[src/verilog/wiper_pkg.sv]
package wiper_pkg;

   // ---------------------------------------------------------------
   // timing
   // ---------------------------------------------------------------
   localparam int CLK_HZ = 20_000_000;
   localparam int TICK_MS = 1;
   // cycles per millisecond tick
   localparam int TICK_CYCLES = CLK_HZ / 1000 * TICK_MS;
   localparam int DEBOUNCE_MS = 15;
   localparam int SLOW_STEP_MS = 250;
   localparam int FAST_STEP_MS = 50;
   localparam int SLOW_SPAN_MS = 1000;
   localparam int IDLE_SAVE_MS = 2000;
   localparam int SHUTDOWN_MS = 2000;
   localparam int NV_WRITE_MS = 10;

   // ---------------------------------------------------------------
   // widths and reset values
   // ---------------------------------------------------------------
   localparam int POS_W = 5;
   localparam int TAPS = 32;
   localparam int MS_W = 12;
   localparam logic [4:0] POS_MIN = 5'h00;
   localparam logic [4:0] POS_MAX = 5'h1F;
   localparam logic [4:0] POS_RESET = 5'h00;

   // debounced view of the three pins, 1 means held low
   typedef struct packed {
      logic up;
      logic down;
      logic store;
   } pins_t;

   // non-volatile store request and its write data
   typedef struct packed {
      logic writeReq;
      logic [4:0] data;
   } nvm_t;

endpackage

[src/verilog/pin_debounce.sv]
`timescale 1ns/100ps
module pin_debounce
   #(parameter int MS_W = 12,
     parameter int HOLD_MS = 15)
   (input wire logic clk,
    input wire logic rst,
    input wire logic tick,
    input wire logic pinN,
    output logic held,
    output logic rise);

   // ---------------------------------------------------------------
   // two-stage synchroniser, then a millisecond-based filter
   // ---------------------------------------------------------------
   logic sync1Reg;
   logic sync2Reg;
   logic [MS_W-1:0] cntReg;
   logic heldReg;
   logic prevReg;
   wire lowNow = ~sync2Reg;
   wire lowLong = (cntReg >= MS_W'(HOLD_MS));

   // pin idles high through pull-up, so reset to high
   always_ff @(posedge clk)
   begin
      if (rst)
      begin
         sync1Reg <= 1'b1;
         sync2Reg <= 1'b1;
      end
      else
      begin
         sync1Reg <= pinN;
         sync2Reg <= sync1Reg;
      end
   end

   // short lows reset the count and never set held
   always_ff @(posedge clk)
   begin
      if (rst)
      begin
         cntReg <= '0;
         heldReg <= 1'b0;
         prevReg <= 1'b0;
      end
      else
      begin
         prevReg <= heldReg;
         if (!lowNow)
         begin
            cntReg <= '0;
            heldReg <= 1'b0;
         end
         else if (tick && !lowLong)
            cntReg <= cntReg + MS_W'(1);
         else if (lowLong)
            heldReg <= 1'b1;
      end
   end

   assign held = heldReg;
   assign rise = prevReg & ~heldReg; // valid release
endmodule

[src/verilog/push_button_wiper_control.sv]
`timescale 1ns/100ps
module push_button_wiper_control
   #(parameter int TICK_CYCLES = wiper_pkg::TICK_CYCLES,
     parameter int NV_WRITE_MS = wiper_pkg::NV_WRITE_MS)
   (input wire logic clk,
    input wire logic rst,
    input wire logic stepUpButtonN,
    input wire logic stepDownButtonN,
    input wire logic storeEnablePinN,
    input wire logic [wiper_pkg::POS_W-1:0] recallData,
    output logic [wiper_pkg::TAPS-1:0] tapSelect,
    output logic highTerminalOn,
    output logic nvmWrite,
    output logic [wiper_pkg::POS_W-1:0] nvmData,
    output logic [wiper_pkg::POS_W-1:0] wiperPos);
   import wiper_pkg::*;

   // ---------------------------------------------------------------
   // millisecond tick
   // ---------------------------------------------------------------
   logic [15:0] divReg;
   logic tickReg;
   wire divEnd = (divReg == 16'(TICK_CYCLES - 1));

   // one shared tick keeps every interval on the same base
   // free-running divider: its phase against a press costs up to one ms
   always_ff @(posedge clk)
   begin
      if (rst)
      begin
         divReg <= '0;
         tickReg <= 1'b0;
      end
      else
      begin
         divReg <= divEnd ? 16'h0000 : divReg + 16'h0001;
         tickReg <= divEnd;
      end
   end

   // ---------------------------------------------------------------
   // debounced pins
   // ---------------------------------------------------------------
   pins_t held;
   pins_t rise;

   pin_debounce #(.MS_W(MS_W), .HOLD_MS(DEBOUNCE_MS)) upDb
      (.clk(clk), .rst(rst), .tick(tickReg), .pinN(stepUpButtonN),
       .held(held.up), .rise(rise.up));
   pin_debounce #(.MS_W(MS_W), .HOLD_MS(DEBOUNCE_MS)) downDb
      (.clk(clk), .rst(rst), .tick(tickReg), .pinN(stepDownButtonN),
       .held(held.down), .rise(rise.down));
   pin_debounce #(.MS_W(MS_W), .HOLD_MS(DEBOUNCE_MS)) storeDb
      (.clk(clk), .rst(rst), .tick(tickReg), .pinN(storeEnablePinN),
       .held(held.store), .rise(rise.store));

   // raw store level for power-up sampling, two flops deep
   logic stSync1Reg;
   logic stSync2Reg;
   // no reset here: it must follow the pin while reset is still held,
   // otherwise the strap would read as high at the first edge after
   always_ff @(posedge clk)
   begin
      stSync1Reg <= storeEnablePinN;
      stSync2Reg <= stSync1Reg;
   end

   // ---------------------------------------------------------------
   // control state machine
   // ---------------------------------------------------------------
   typedef enum logic [2:0] {
      ST_BOOT, ST_IDLE, ST_STEP, ST_BLOCK, ST_DUAL, ST_SHUT, ST_WRITE
   } state_t;

   state_t stateReg;
   state_t stateNext;
   logic [4:0] posReg;
   logic [4:0] posNext;
   logic [4:0] savedReg;
   logic [4:0] savedNext;
   logic autoSaveReg;
   logic autoSaveNext;
   logic [MS_W-1:0] holdMsReg;
   logic [MS_W-1:0] holdMsNext;
   logic [MS_W-1:0] stepMsReg;
   logic [MS_W-1:0] stepMsNext;
   logic [MS_W-1:0] idleMsReg;
   logic [MS_W-1:0] idleMsNext;
   logic dirtyReg;
   logic dirtyNext;
   logic writeNext;
   logic hiOnReg;
   logic hiOnNext;
   // set once the store pin is seen high inside shutdown
   logic storeFreeReg;
   logic storeFreeNext;

   // decoded conditions
   wire anyBtn = held.up | held.down;
   wire bothBtn = held.up & held.down;
   wire upOnly = held.up & ~held.down;
   wire atMax = (posReg == POS_MAX);
   wire atMin = (posReg == POS_MIN);
   // hold time stops counting at the slow span, so fast scan sticks
   wire inFast = (holdMsReg >= MS_W'(SLOW_SPAN_MS));
   wire [MS_W-1:0] stepGap = inFast ? MS_W'(FAST_STEP_MS)
                                    : MS_W'(SLOW_STEP_MS);
   wire stepDue = tickReg && (stepMsReg + MS_W'(1) >= stepGap);
   // manual mode with store pin low locks the buttons
   wire manualLock = ~autoSaveReg & held.store;

   // saturating one-tap move
   function automatic logic [4:0] stepPos(input logic [4:0] p,
                                          input logic up);
      if (up)
         stepPos = (p == POS_MAX) ? p : p + 5'h01;
      else
         stepPos = (p == POS_MIN) ? p : p - 5'h01;
   endfunction

   // next-state logic
   always_comb
   begin
      stateNext = stateReg;
      posNext = posReg;
      savedNext = savedReg;
      autoSaveNext = autoSaveReg;
      holdMsNext = holdMsReg;
      stepMsNext = stepMsReg;
      idleMsNext = idleMsReg;
      dirtyNext = dirtyReg;
      writeNext = 1'b0;
      hiOnNext = hiOnReg;
      storeFreeNext = storeFreeReg;
      unique case (stateReg)
         ST_BOOT:
         begin
            // two flops settled while reset was held; take strap and recall
            autoSaveNext = ~stSync2Reg;
            posNext = recallData;
            stateNext = ST_IDLE;
         end
         ST_IDLE:
         begin
            holdMsNext = '0;
            stepMsNext = '0;
            if (tickReg && idleMsReg != MS_W'(IDLE_SAVE_MS))
               idleMsNext = idleMsReg + MS_W'(1);
            if (manualLock)
               stateNext = ST_BLOCK;
            else if (bothBtn)
            begin
               // both arrived within the same millisecond tick
               stateNext = ST_DUAL;
               idleMsNext = '0;
            end
            else if (anyBtn)
            begin
               posNext = stepPos(posReg, upOnly);
               dirtyNext = dirtyReg | (upOnly ? ~atMax : ~atMin);
               idleMsNext = '0;
               stateNext = ST_STEP;
            end
            else if (~autoSaveReg && rise.store)
            begin
               writeNext = 1'b1;
               stateNext = ST_WRITE;
            end
            else if (autoSaveReg && dirtyReg &&
                     idleMsReg == MS_W'(IDLE_SAVE_MS))
            begin
               writeNext = 1'b1;
               dirtyNext = 1'b0;
               stateNext = ST_WRITE;
            end
         end
         ST_STEP:
         begin
            idleMsNext = '0;
            if (!anyBtn)
               stateNext = ST_IDLE;
            else if (bothBtn)
               stateNext = ST_BLOCK;
            else if (tickReg)
            begin
               if (!inFast)
                  holdMsNext = holdMsReg + MS_W'(1);
               if (stepDue)
               begin
                  // spacing: slow then fast
                  stepMsNext = '0;
                  posNext = stepPos(posReg, upOnly);
                  dirtyNext = dirtyReg | (upOnly ? ~atMax : ~atMin);
               end
               else
                  stepMsNext = stepMsReg + MS_W'(1);
            end
         end
         ST_BLOCK:
         begin
            idleMsNext = '0;
            // a leftover step count would stretch the next write timer
            stepMsNext = '0;
            // wait for every button and the lock to clear; a manual store press
            // still held in ST_IDLE passes through here, so its release acts here
            if (!anyBtn && !manualLock && !autoSaveReg && rise.store)
            begin
               writeNext = 1'b1;
               stateNext = ST_WRITE;
            end
            else if (!anyBtn && !manualLock)
               stateNext = ST_IDLE;
         end
         ST_DUAL:
         begin
            if (!bothBtn)
               stateNext = anyBtn ? ST_BLOCK : ST_IDLE;
            else if (tickReg)
            begin
               holdMsNext = holdMsReg + MS_W'(1);
               if (holdMsReg + MS_W'(1) >= MS_W'(SHUTDOWN_MS))
               begin
                  savedNext = posReg;
                  posNext = POS_MIN;
                  hiOnNext = 1'b0;
                  storeFreeNext = 1'b0; // store pin must rearm
                  stateNext = ST_SHUT;
               end
            end
         end
         ST_SHUT:
         begin
            // a button press leaves only after the entry buttons were let go; a store pin
            // strapped low must go high once here before its low counts
            if (!held.store)
               storeFreeNext = 1'b1;
            if ((held.store && storeFreeReg) ||
                (anyBtn && holdMsReg == '0))
            begin
               posNext = savedReg;
               hiOnNext = 1'b1;
               stateNext = ST_BLOCK;
            end
            else if (!anyBtn)
               holdMsNext = '0;
         end
         ST_WRITE:
         begin
            // all pins ignored until the write time is spent
            if (tickReg)
               stepMsNext = stepMsReg + MS_W'(1);
            if (stepMsReg == MS_W'(NV_WRITE_MS))
            begin
               stepMsNext = '0;
               idleMsNext = '0;
               stateNext = ST_BLOCK;
            end
         end
      endcase
   end

   // state and datapath registers
   always_ff @(posedge clk)
   begin
      if (rst)
      begin
         stateReg <= ST_BOOT;
         posReg <= POS_RESET;
         savedReg <= POS_RESET;
         autoSaveReg <= 1'b0;
         holdMsReg <= '0;
         stepMsReg <= '0;
         idleMsReg <= '0;
         dirtyReg <= 1'b0;
         hiOnReg <= 1'b1;
         storeFreeReg <= 1'b0;
      end
      else
      begin
         stateReg <= stateNext;
         posReg <= posNext;
         savedReg <= savedNext;
         autoSaveReg <= autoSaveNext;
         holdMsReg <= holdMsNext;
         stepMsReg <= stepMsNext;
         idleMsReg <= idleMsNext;
         dirtyReg <= dirtyNext;
         hiOnReg <= hiOnNext;
         storeFreeReg <= storeFreeNext;
      end
   end

   // ---------------------------------------------------------------
   // outputs, all registered
   // ---------------------------------------------------------------
   // the tap follows posNext so tapSelect and wiperPos move together
   logic [TAPS-1:0] tapReg;
   nvm_t nvmReg;
   always_ff @(posedge clk)
   begin
      if (rst)
      begin
         tapReg <= '0;
         nvmReg <= '0;
      end
      else
      begin
         // one-hot, exactly one switch on
         tapReg <= TAPS'(1) << posNext;
         // data is captured with the strobe and stands until the next
         nvmReg.writeReq <= writeNext;
         nvmReg.data <= writeNext ? posReg : nvmReg.data;
      end
   end

   assign tapSelect = tapReg;
   assign highTerminalOn = hiOnReg;
   assign nvmWrite = nvmReg.writeReq;
   assign nvmData = nvmReg.data;
   assign wiperPos = posReg;
endmodule

[config.mk]
export PLATFORM = sky130hd
export DESIGN_NAME = push_button_wiper_control
export DESIGN_NICKNAME = d
export VERILOG_FILES = /design/src/verilog/wiper_pkg.sv /design/src/verilog/pin_debounce.sv /design/src/verilog/push_button_wiper_control.sv
export SDC_FILE = /design/constraint.sdc
export NUM_CORES = 1
export LEC_CHECK = 0
export BUFFER_PORTS_ARGS = -buffer_cell sky130_fd_sc_hd__buf_2
export CELL_PAD_IN_SITES_DETAIL_PLACEMENT = 1
export CELL_PAD_IN_SITES_GLOBAL_PLACEMENT = 2
export CORE_UTILIZATION = 40
export CTS_CLUSTER_DIAMETER = 30
export DETAILED_ROUTE_END_ITERATION = 7
export HOLD_SLACK_MARGIN = 0.15
export PLACE_DENSITY = 0.82
export SLEW_MARGIN = 25
export SYNTH_ARGS = -nofsm -noshare
export SYNTH_HDL_FRONTEND = slang
export SYNTH_SLANG_ARGS = --single-unit
[constraint.sdc]
create_clock -name clk -period 6 [get_ports clk]
set_input_delay 0.6 -clock clk [delete_from_list [all_inputs] [get_ports clk]]
set_output_delay 0.6 -clock clk [all_outputs]
set_load 0.02 [all_outputs]
==> results.txt <==
----------------------------------------------------
[Clocking]
  Number of buffers inserted during clock tree synthesis ... 17
  Maximum buffer depth of the clock tree ... 2
  CTS Sinks ... 156
  Number of H-tree branching levels ... 4
  Clock Pin Slew Worst Setup and Hold Paths ... 70 ps
  Root cell of the clock tree ... sky130_fd_sc_hd__clkbuf_16
  Number of buffers inserted by hold repair at cts ... 0
  Clock tree from TritonCTS ... built
  Clock latency at the later pin of the worst-skew pair ... 430 ps
  Cts repair resizes ... 0
  Post CTS Setup Buffer Count ... 0

[Yosys]
  Xor/xnor share of the synthesized area ... under 10%
  Number of warnings reported in the yosys synthesis log ... 0
  Number of flops mapped to enable cells by yosys ... 0
  Share of flip-flops with an asynchronous set or reset ... 0%
  Post-synthesis instance area ... 7160 µm²
  Post-Synthesis Cells ... between 800 and 900
  Post-synthesis share of cell area spent on and, or, nand and nor gates ... between 20% and 30%
  Compound-gate portion of the synthesized area ... 14.2%
  Prevailing post-synth register cell ... sky130_fd_sc_hd__dfxtp_1
  Net Count, Synth ... 833
  Post-synth cell types ... 78
  Main combinational cell family by area after synthesis ... simple AND/OR/NAND/NOR gates
  Post-synthesis share of cell area spent on full adders, half adders and majority gates ... 3.32%
  Share of cell area taken by muxes after synthesis ... 2.85%
  Register bit total from synthesis ... 156
  Synthesized area divided by synthesized cell count ... 8.91 µm²
  Sequential element share of the synthesized area ... between 40% and 50%

[Global routing]
  Gr ovfl total ... 0
  Vias in the first global route ... 6,415
  Global-route wire length before repair ... 32,500 µm
  Pin count of the biggest net entering global routing ... 63
  Aggregate global-route resource usage ... between 20% and 30%
  Antenna violations before repair ... 0

[Worst setup path]
  Reg2Reg Setup Slack ... 1760 ps
  Startpoint of the most critical register-to-register path ... holdMsReg[7]
  Top cell family by delay on the critical path ... compound AO/OA/AOI/OAI gates
  Cell Chain, Critical Path ... and3_1 -> nand3_1 -> o21ai_0 -> ha_1 -> a2111oi_0 -> mux2_2 -> and4_4 -> o221ai_1 -> a21oi_1 -> nor3b_1 -> o22a_1
  Highest net fanout along the worst path ... 12
  Data required time at the worst endpoint ... ~6400 ps
  Kind of end point of the critical path ... flop
  Worst flop-to-flop path endpoint ... stepMsReg[10]
  CP Launch Type ... flop
  Bufs and invs on worst path ... 0
  Slowest cell delay on critical path ... 810 ps
  Depth of the worst register-to-register path ... 11
  Slowest cell on the critical path ... sky130_fd_sc_hd__a21oi_1
  Setup CP Type ... reg -> reg
  Worst EP arrival ... 4620 ps

[Place]
  Placed inst area ... around 7600 µm²
  Final estimated routing congestion in global placement ... 0.833
  Port-buffer cells ... 53
  Placed wire-length estimate after detailed placement ... 14,100 µm

[Detailed routing]
  WL per Instance ... between 15 and 20 µm
  Drt initial violations ... 239
  DRC violation count after routing ... 0
  Ratio of routed vias to standard cells ... 5.65
  First-pass detailed-route iteration total ... 5
  DRT Wirelength ... 19,800 µm
  Number of vias in the routed layout ... 6,104
  Remaining antenna violation count ... 0

[Timing]
  Slew at the pin closest to its max-slew limit ... 993 ps
  Setup TNS ... 0 ps
  Post-route minimum period ... 4240 ps
  Final slew viol count ... 0
  Max Clk Rate ... 236 MHz
  Setup violators final ... 0
  Worst relative slew slack ... 33.8%
  Final clock period utilization by the worst path ... 70.7%
  Final number of hold-violating endpoints ... 0
  Setup repair after global routing missed its margin ... false
  Layout Skew ... 16.5 ps

[Power and ir drop]
  Worst voltage drop across the vdd grid ... 0.182 mV
  Lkg Pwr ... 3.13 nW
  Areal power density over the cells ... 399 nW/µm²

[Finish]
  Finished Cell Area ... 8210 µm²
  Ratio of cells with drive above 1 in the final layout ... 14.9%
  Layout filler cell count ... 2,045
  Total area of multi-input combinational cells ... 3790 µm²
  Final net count ... 871
  Post-synthesis to final-layout area growth ... 14.7%
  Area occupied by registers ... ~3100 µm²
  Utilization of the core after routing ... 47.1%

[Job]
  Reported max-cap violation count ... 0

[Die]
  Horizontal die dimension ... about 140 µm
  Core Area ... about 17,000 µm²
  Area enclosed by the die boundary ... between 15,000 and 20,000 µm²
  Initial Util ... 41.1%
  Chip height ... 136 µm
  Number of primary I/O pins ... 54
  Placement Rows ... 48

[Worst hold path]
  Tightest Hold Check Type ... in -> reg
  Number of cells traversed by the worst hold path ... 1
  Hold path startpoint ... storeEnablePinN
  Hold Crit Endpoint ... stSync1Reg

[Outcome]
  Result of the run ... completed

----------------------------------------------------
## area by class of cell
cell class	instances	share of cell area, %
diodes	1	0.0305
clock inverters	15	2.27
multi-input cells	582	46.1
well taps	225	3.43
inverters	27	1.23
repair buffers	58	3.69
clock buffers	17	5.18
flip-flops and latches	156	38.0
## cell usage after synthesis (5+ instances only)
library cell	n	area [µm²]
sky130_fd_sc_hd__dfxtp_1	156	3120
sky130_fd_sc_hd__nor2b_1	8	50.1
sky130_fd_sc_hd__nand3b_1	6	45.0
sky130_fd_sc_hd__a21oi_1	33	165
sky130_fd_sc_hd__nand2_1	48	180
sky130_fd_sc_hd__clkbuf_1	31	116
sky130_fd_sc_hd__o21a_1	6	45.0
sky130_fd_sc_hd__nor2_1	83	312
sky130_fd_sc_hd__nand2b_1	6	37.5
sky130_fd_sc_hd__nor3_2	7	70.1
sky130_fd_sc_hd__mux2i_1	17	170
sky130_fd_sc_hd__o22ai_1	6	37.5
sky130_fd_sc_hd__xor2_1	26	228
sky130_fd_sc_hd__nand3_1	29	145
sky130_fd_sc_hd__or2_2	9	56.3
sky130_fd_sc_hd__nand4_1	15	93.8
sky130_fd_sc_hd__a211oi_1	5	37.5
sky130_fd_sc_hd__inv_1	27	101
sky130_fd_sc_hd__xnor2_1	16	140
sky130_fd_sc_hd__nor4_1	12	75.1
sky130_fd_sc_hd__and3_1	11	68.8
sky130_fd_sc_hd__or3_1	8	50.1
sky130_fd_sc_hd__a22o_1	5	43.8
sky130_fd_sc_hd__o21ai_0	26	130
sky130_fd_sc_hd__nor3_1	53	265
sky130_fd_sc_hd__ha_1	19	238
sky130_fd_sc_hd__and2_1	33	206
sky130_fd_sc_hd__nor3b_1	7	52.6
## flip-flops by register name, indices dropped and copies added (netlist names), 3 cells and up
signal	cells
tapSelect	32
divReg	16
downDb.cntReg	12
holdMsReg	12
idleMsReg	12
stepMsReg	12
storeDb.cntReg	12
upDb.cntReg	12
nvmData	5
savedReg	5
wiperPos	5
stateReg	3
## report_power, final
| part | switching [W] | internal [W] | total [W] |
|---|---|---|---|
| Sequential | 0.000105 | 0.00110 | 0.00120 |
| Clock | 0.000463 | 0.000664 | 0.00113 |
| Combinational | 0.000644 | 0.000304 | 0.000947 |
## per-layer routing
| layer | vias up | track usage (%) | wire length [µm] |
|---|---|---|---|
| met1 | 3037 | 28.4 | 9320 |
| li1 | 2963 | - | - |
| met5 | - | 0 | 0 |
| met2 | 78 | 37.6 | 9620 |
| met3 | 26 | 3.58 | 492 |
| met4 | 0 | 9.61 | 389 |
## worst reg2reg max path, delay by kind of cell (launching register included)
family | cells | cell delay, ps
adders and majority gates | 1 | 400
muxes | 1 | 230
and+or+nand+nor | 4 | 950
DFF | 1 | 440
AOI/OAI and AO/OA | 5 | 2160
## how the worst max path moves through the flow
stage / from / endpoint / depth (start not counted)
floorplan: holdMsReg[7] / tapSelect[1] / 14
global placement: holdMsReg[7] / stepMsReg[10] / 11
detailed placement: holdMsReg[7] / stepMsReg[10] / 11
CTS: holdMsReg[7] / stepMsReg[10] / 11
global route: holdMsReg[7] / stepMsReg[10] / 11
finish: holdMsReg[7] / stepMsReg[10] / 11
## stage by stage
stage / setup slack, ps / power [W] / instances / hold WS (ps)
4_1_cts: 1810 / 0.00330 / 1080 / 280
3_3_place_gp: 2200 / 0.00213 / 1048 / 319
3_5_place_dp: 1890 / 0.00216 / 1048 / 324
5_1_grt: 1470 / 0.00344 / 1080 / 282
6_report: 1760 / 0.00328 / 1081 / 290
2_1_floorplan: 2530 / 0.00188 / 804 / 310
## cell usage in the layout (no fill, tap or decap), types with 12 or more instances in the layout
cell type                   count
sky130_fd_sc_hd__a21oi_1       33
sky130_fd_sc_hd__and2_1        33
sky130_fd_sc_hd__buf_2         53
sky130_fd_sc_hd__clkbuf_16     17
sky130_fd_sc_hd__dfxtp_1      156
sky130_fd_sc_hd__ha_1          19
sky130_fd_sc_hd__inv_1         27
sky130_fd_sc_hd__mux2i_1       17
sky130_fd_sc_hd__nand2_1       48
sky130_fd_sc_hd__nand3_1       29
sky130_fd_sc_hd__nand4_1       15
sky130_fd_sc_hd__nor2_1        83
sky130_fd_sc_hd__nor3_1        52
sky130_fd_sc_hd__nor4_1        12
sky130_fd_sc_hd__o21ai_0       26
sky130_fd_sc_hd__xnor2_1       16
sky130_fd_sc_hd__xor2_1        26
## cell families after synthesis
logic type / Yosys count
XOR/XNOR: 42
flip-flops: 156
adder cells (fa/ha/maj): 19
buffers and inverters: 66
AND/OR/NAND/NOR: 358
AO/OA/AOI/OAI: 143
multiplexers: 20
Note: power is estimated with default switching activity, not from simulation.
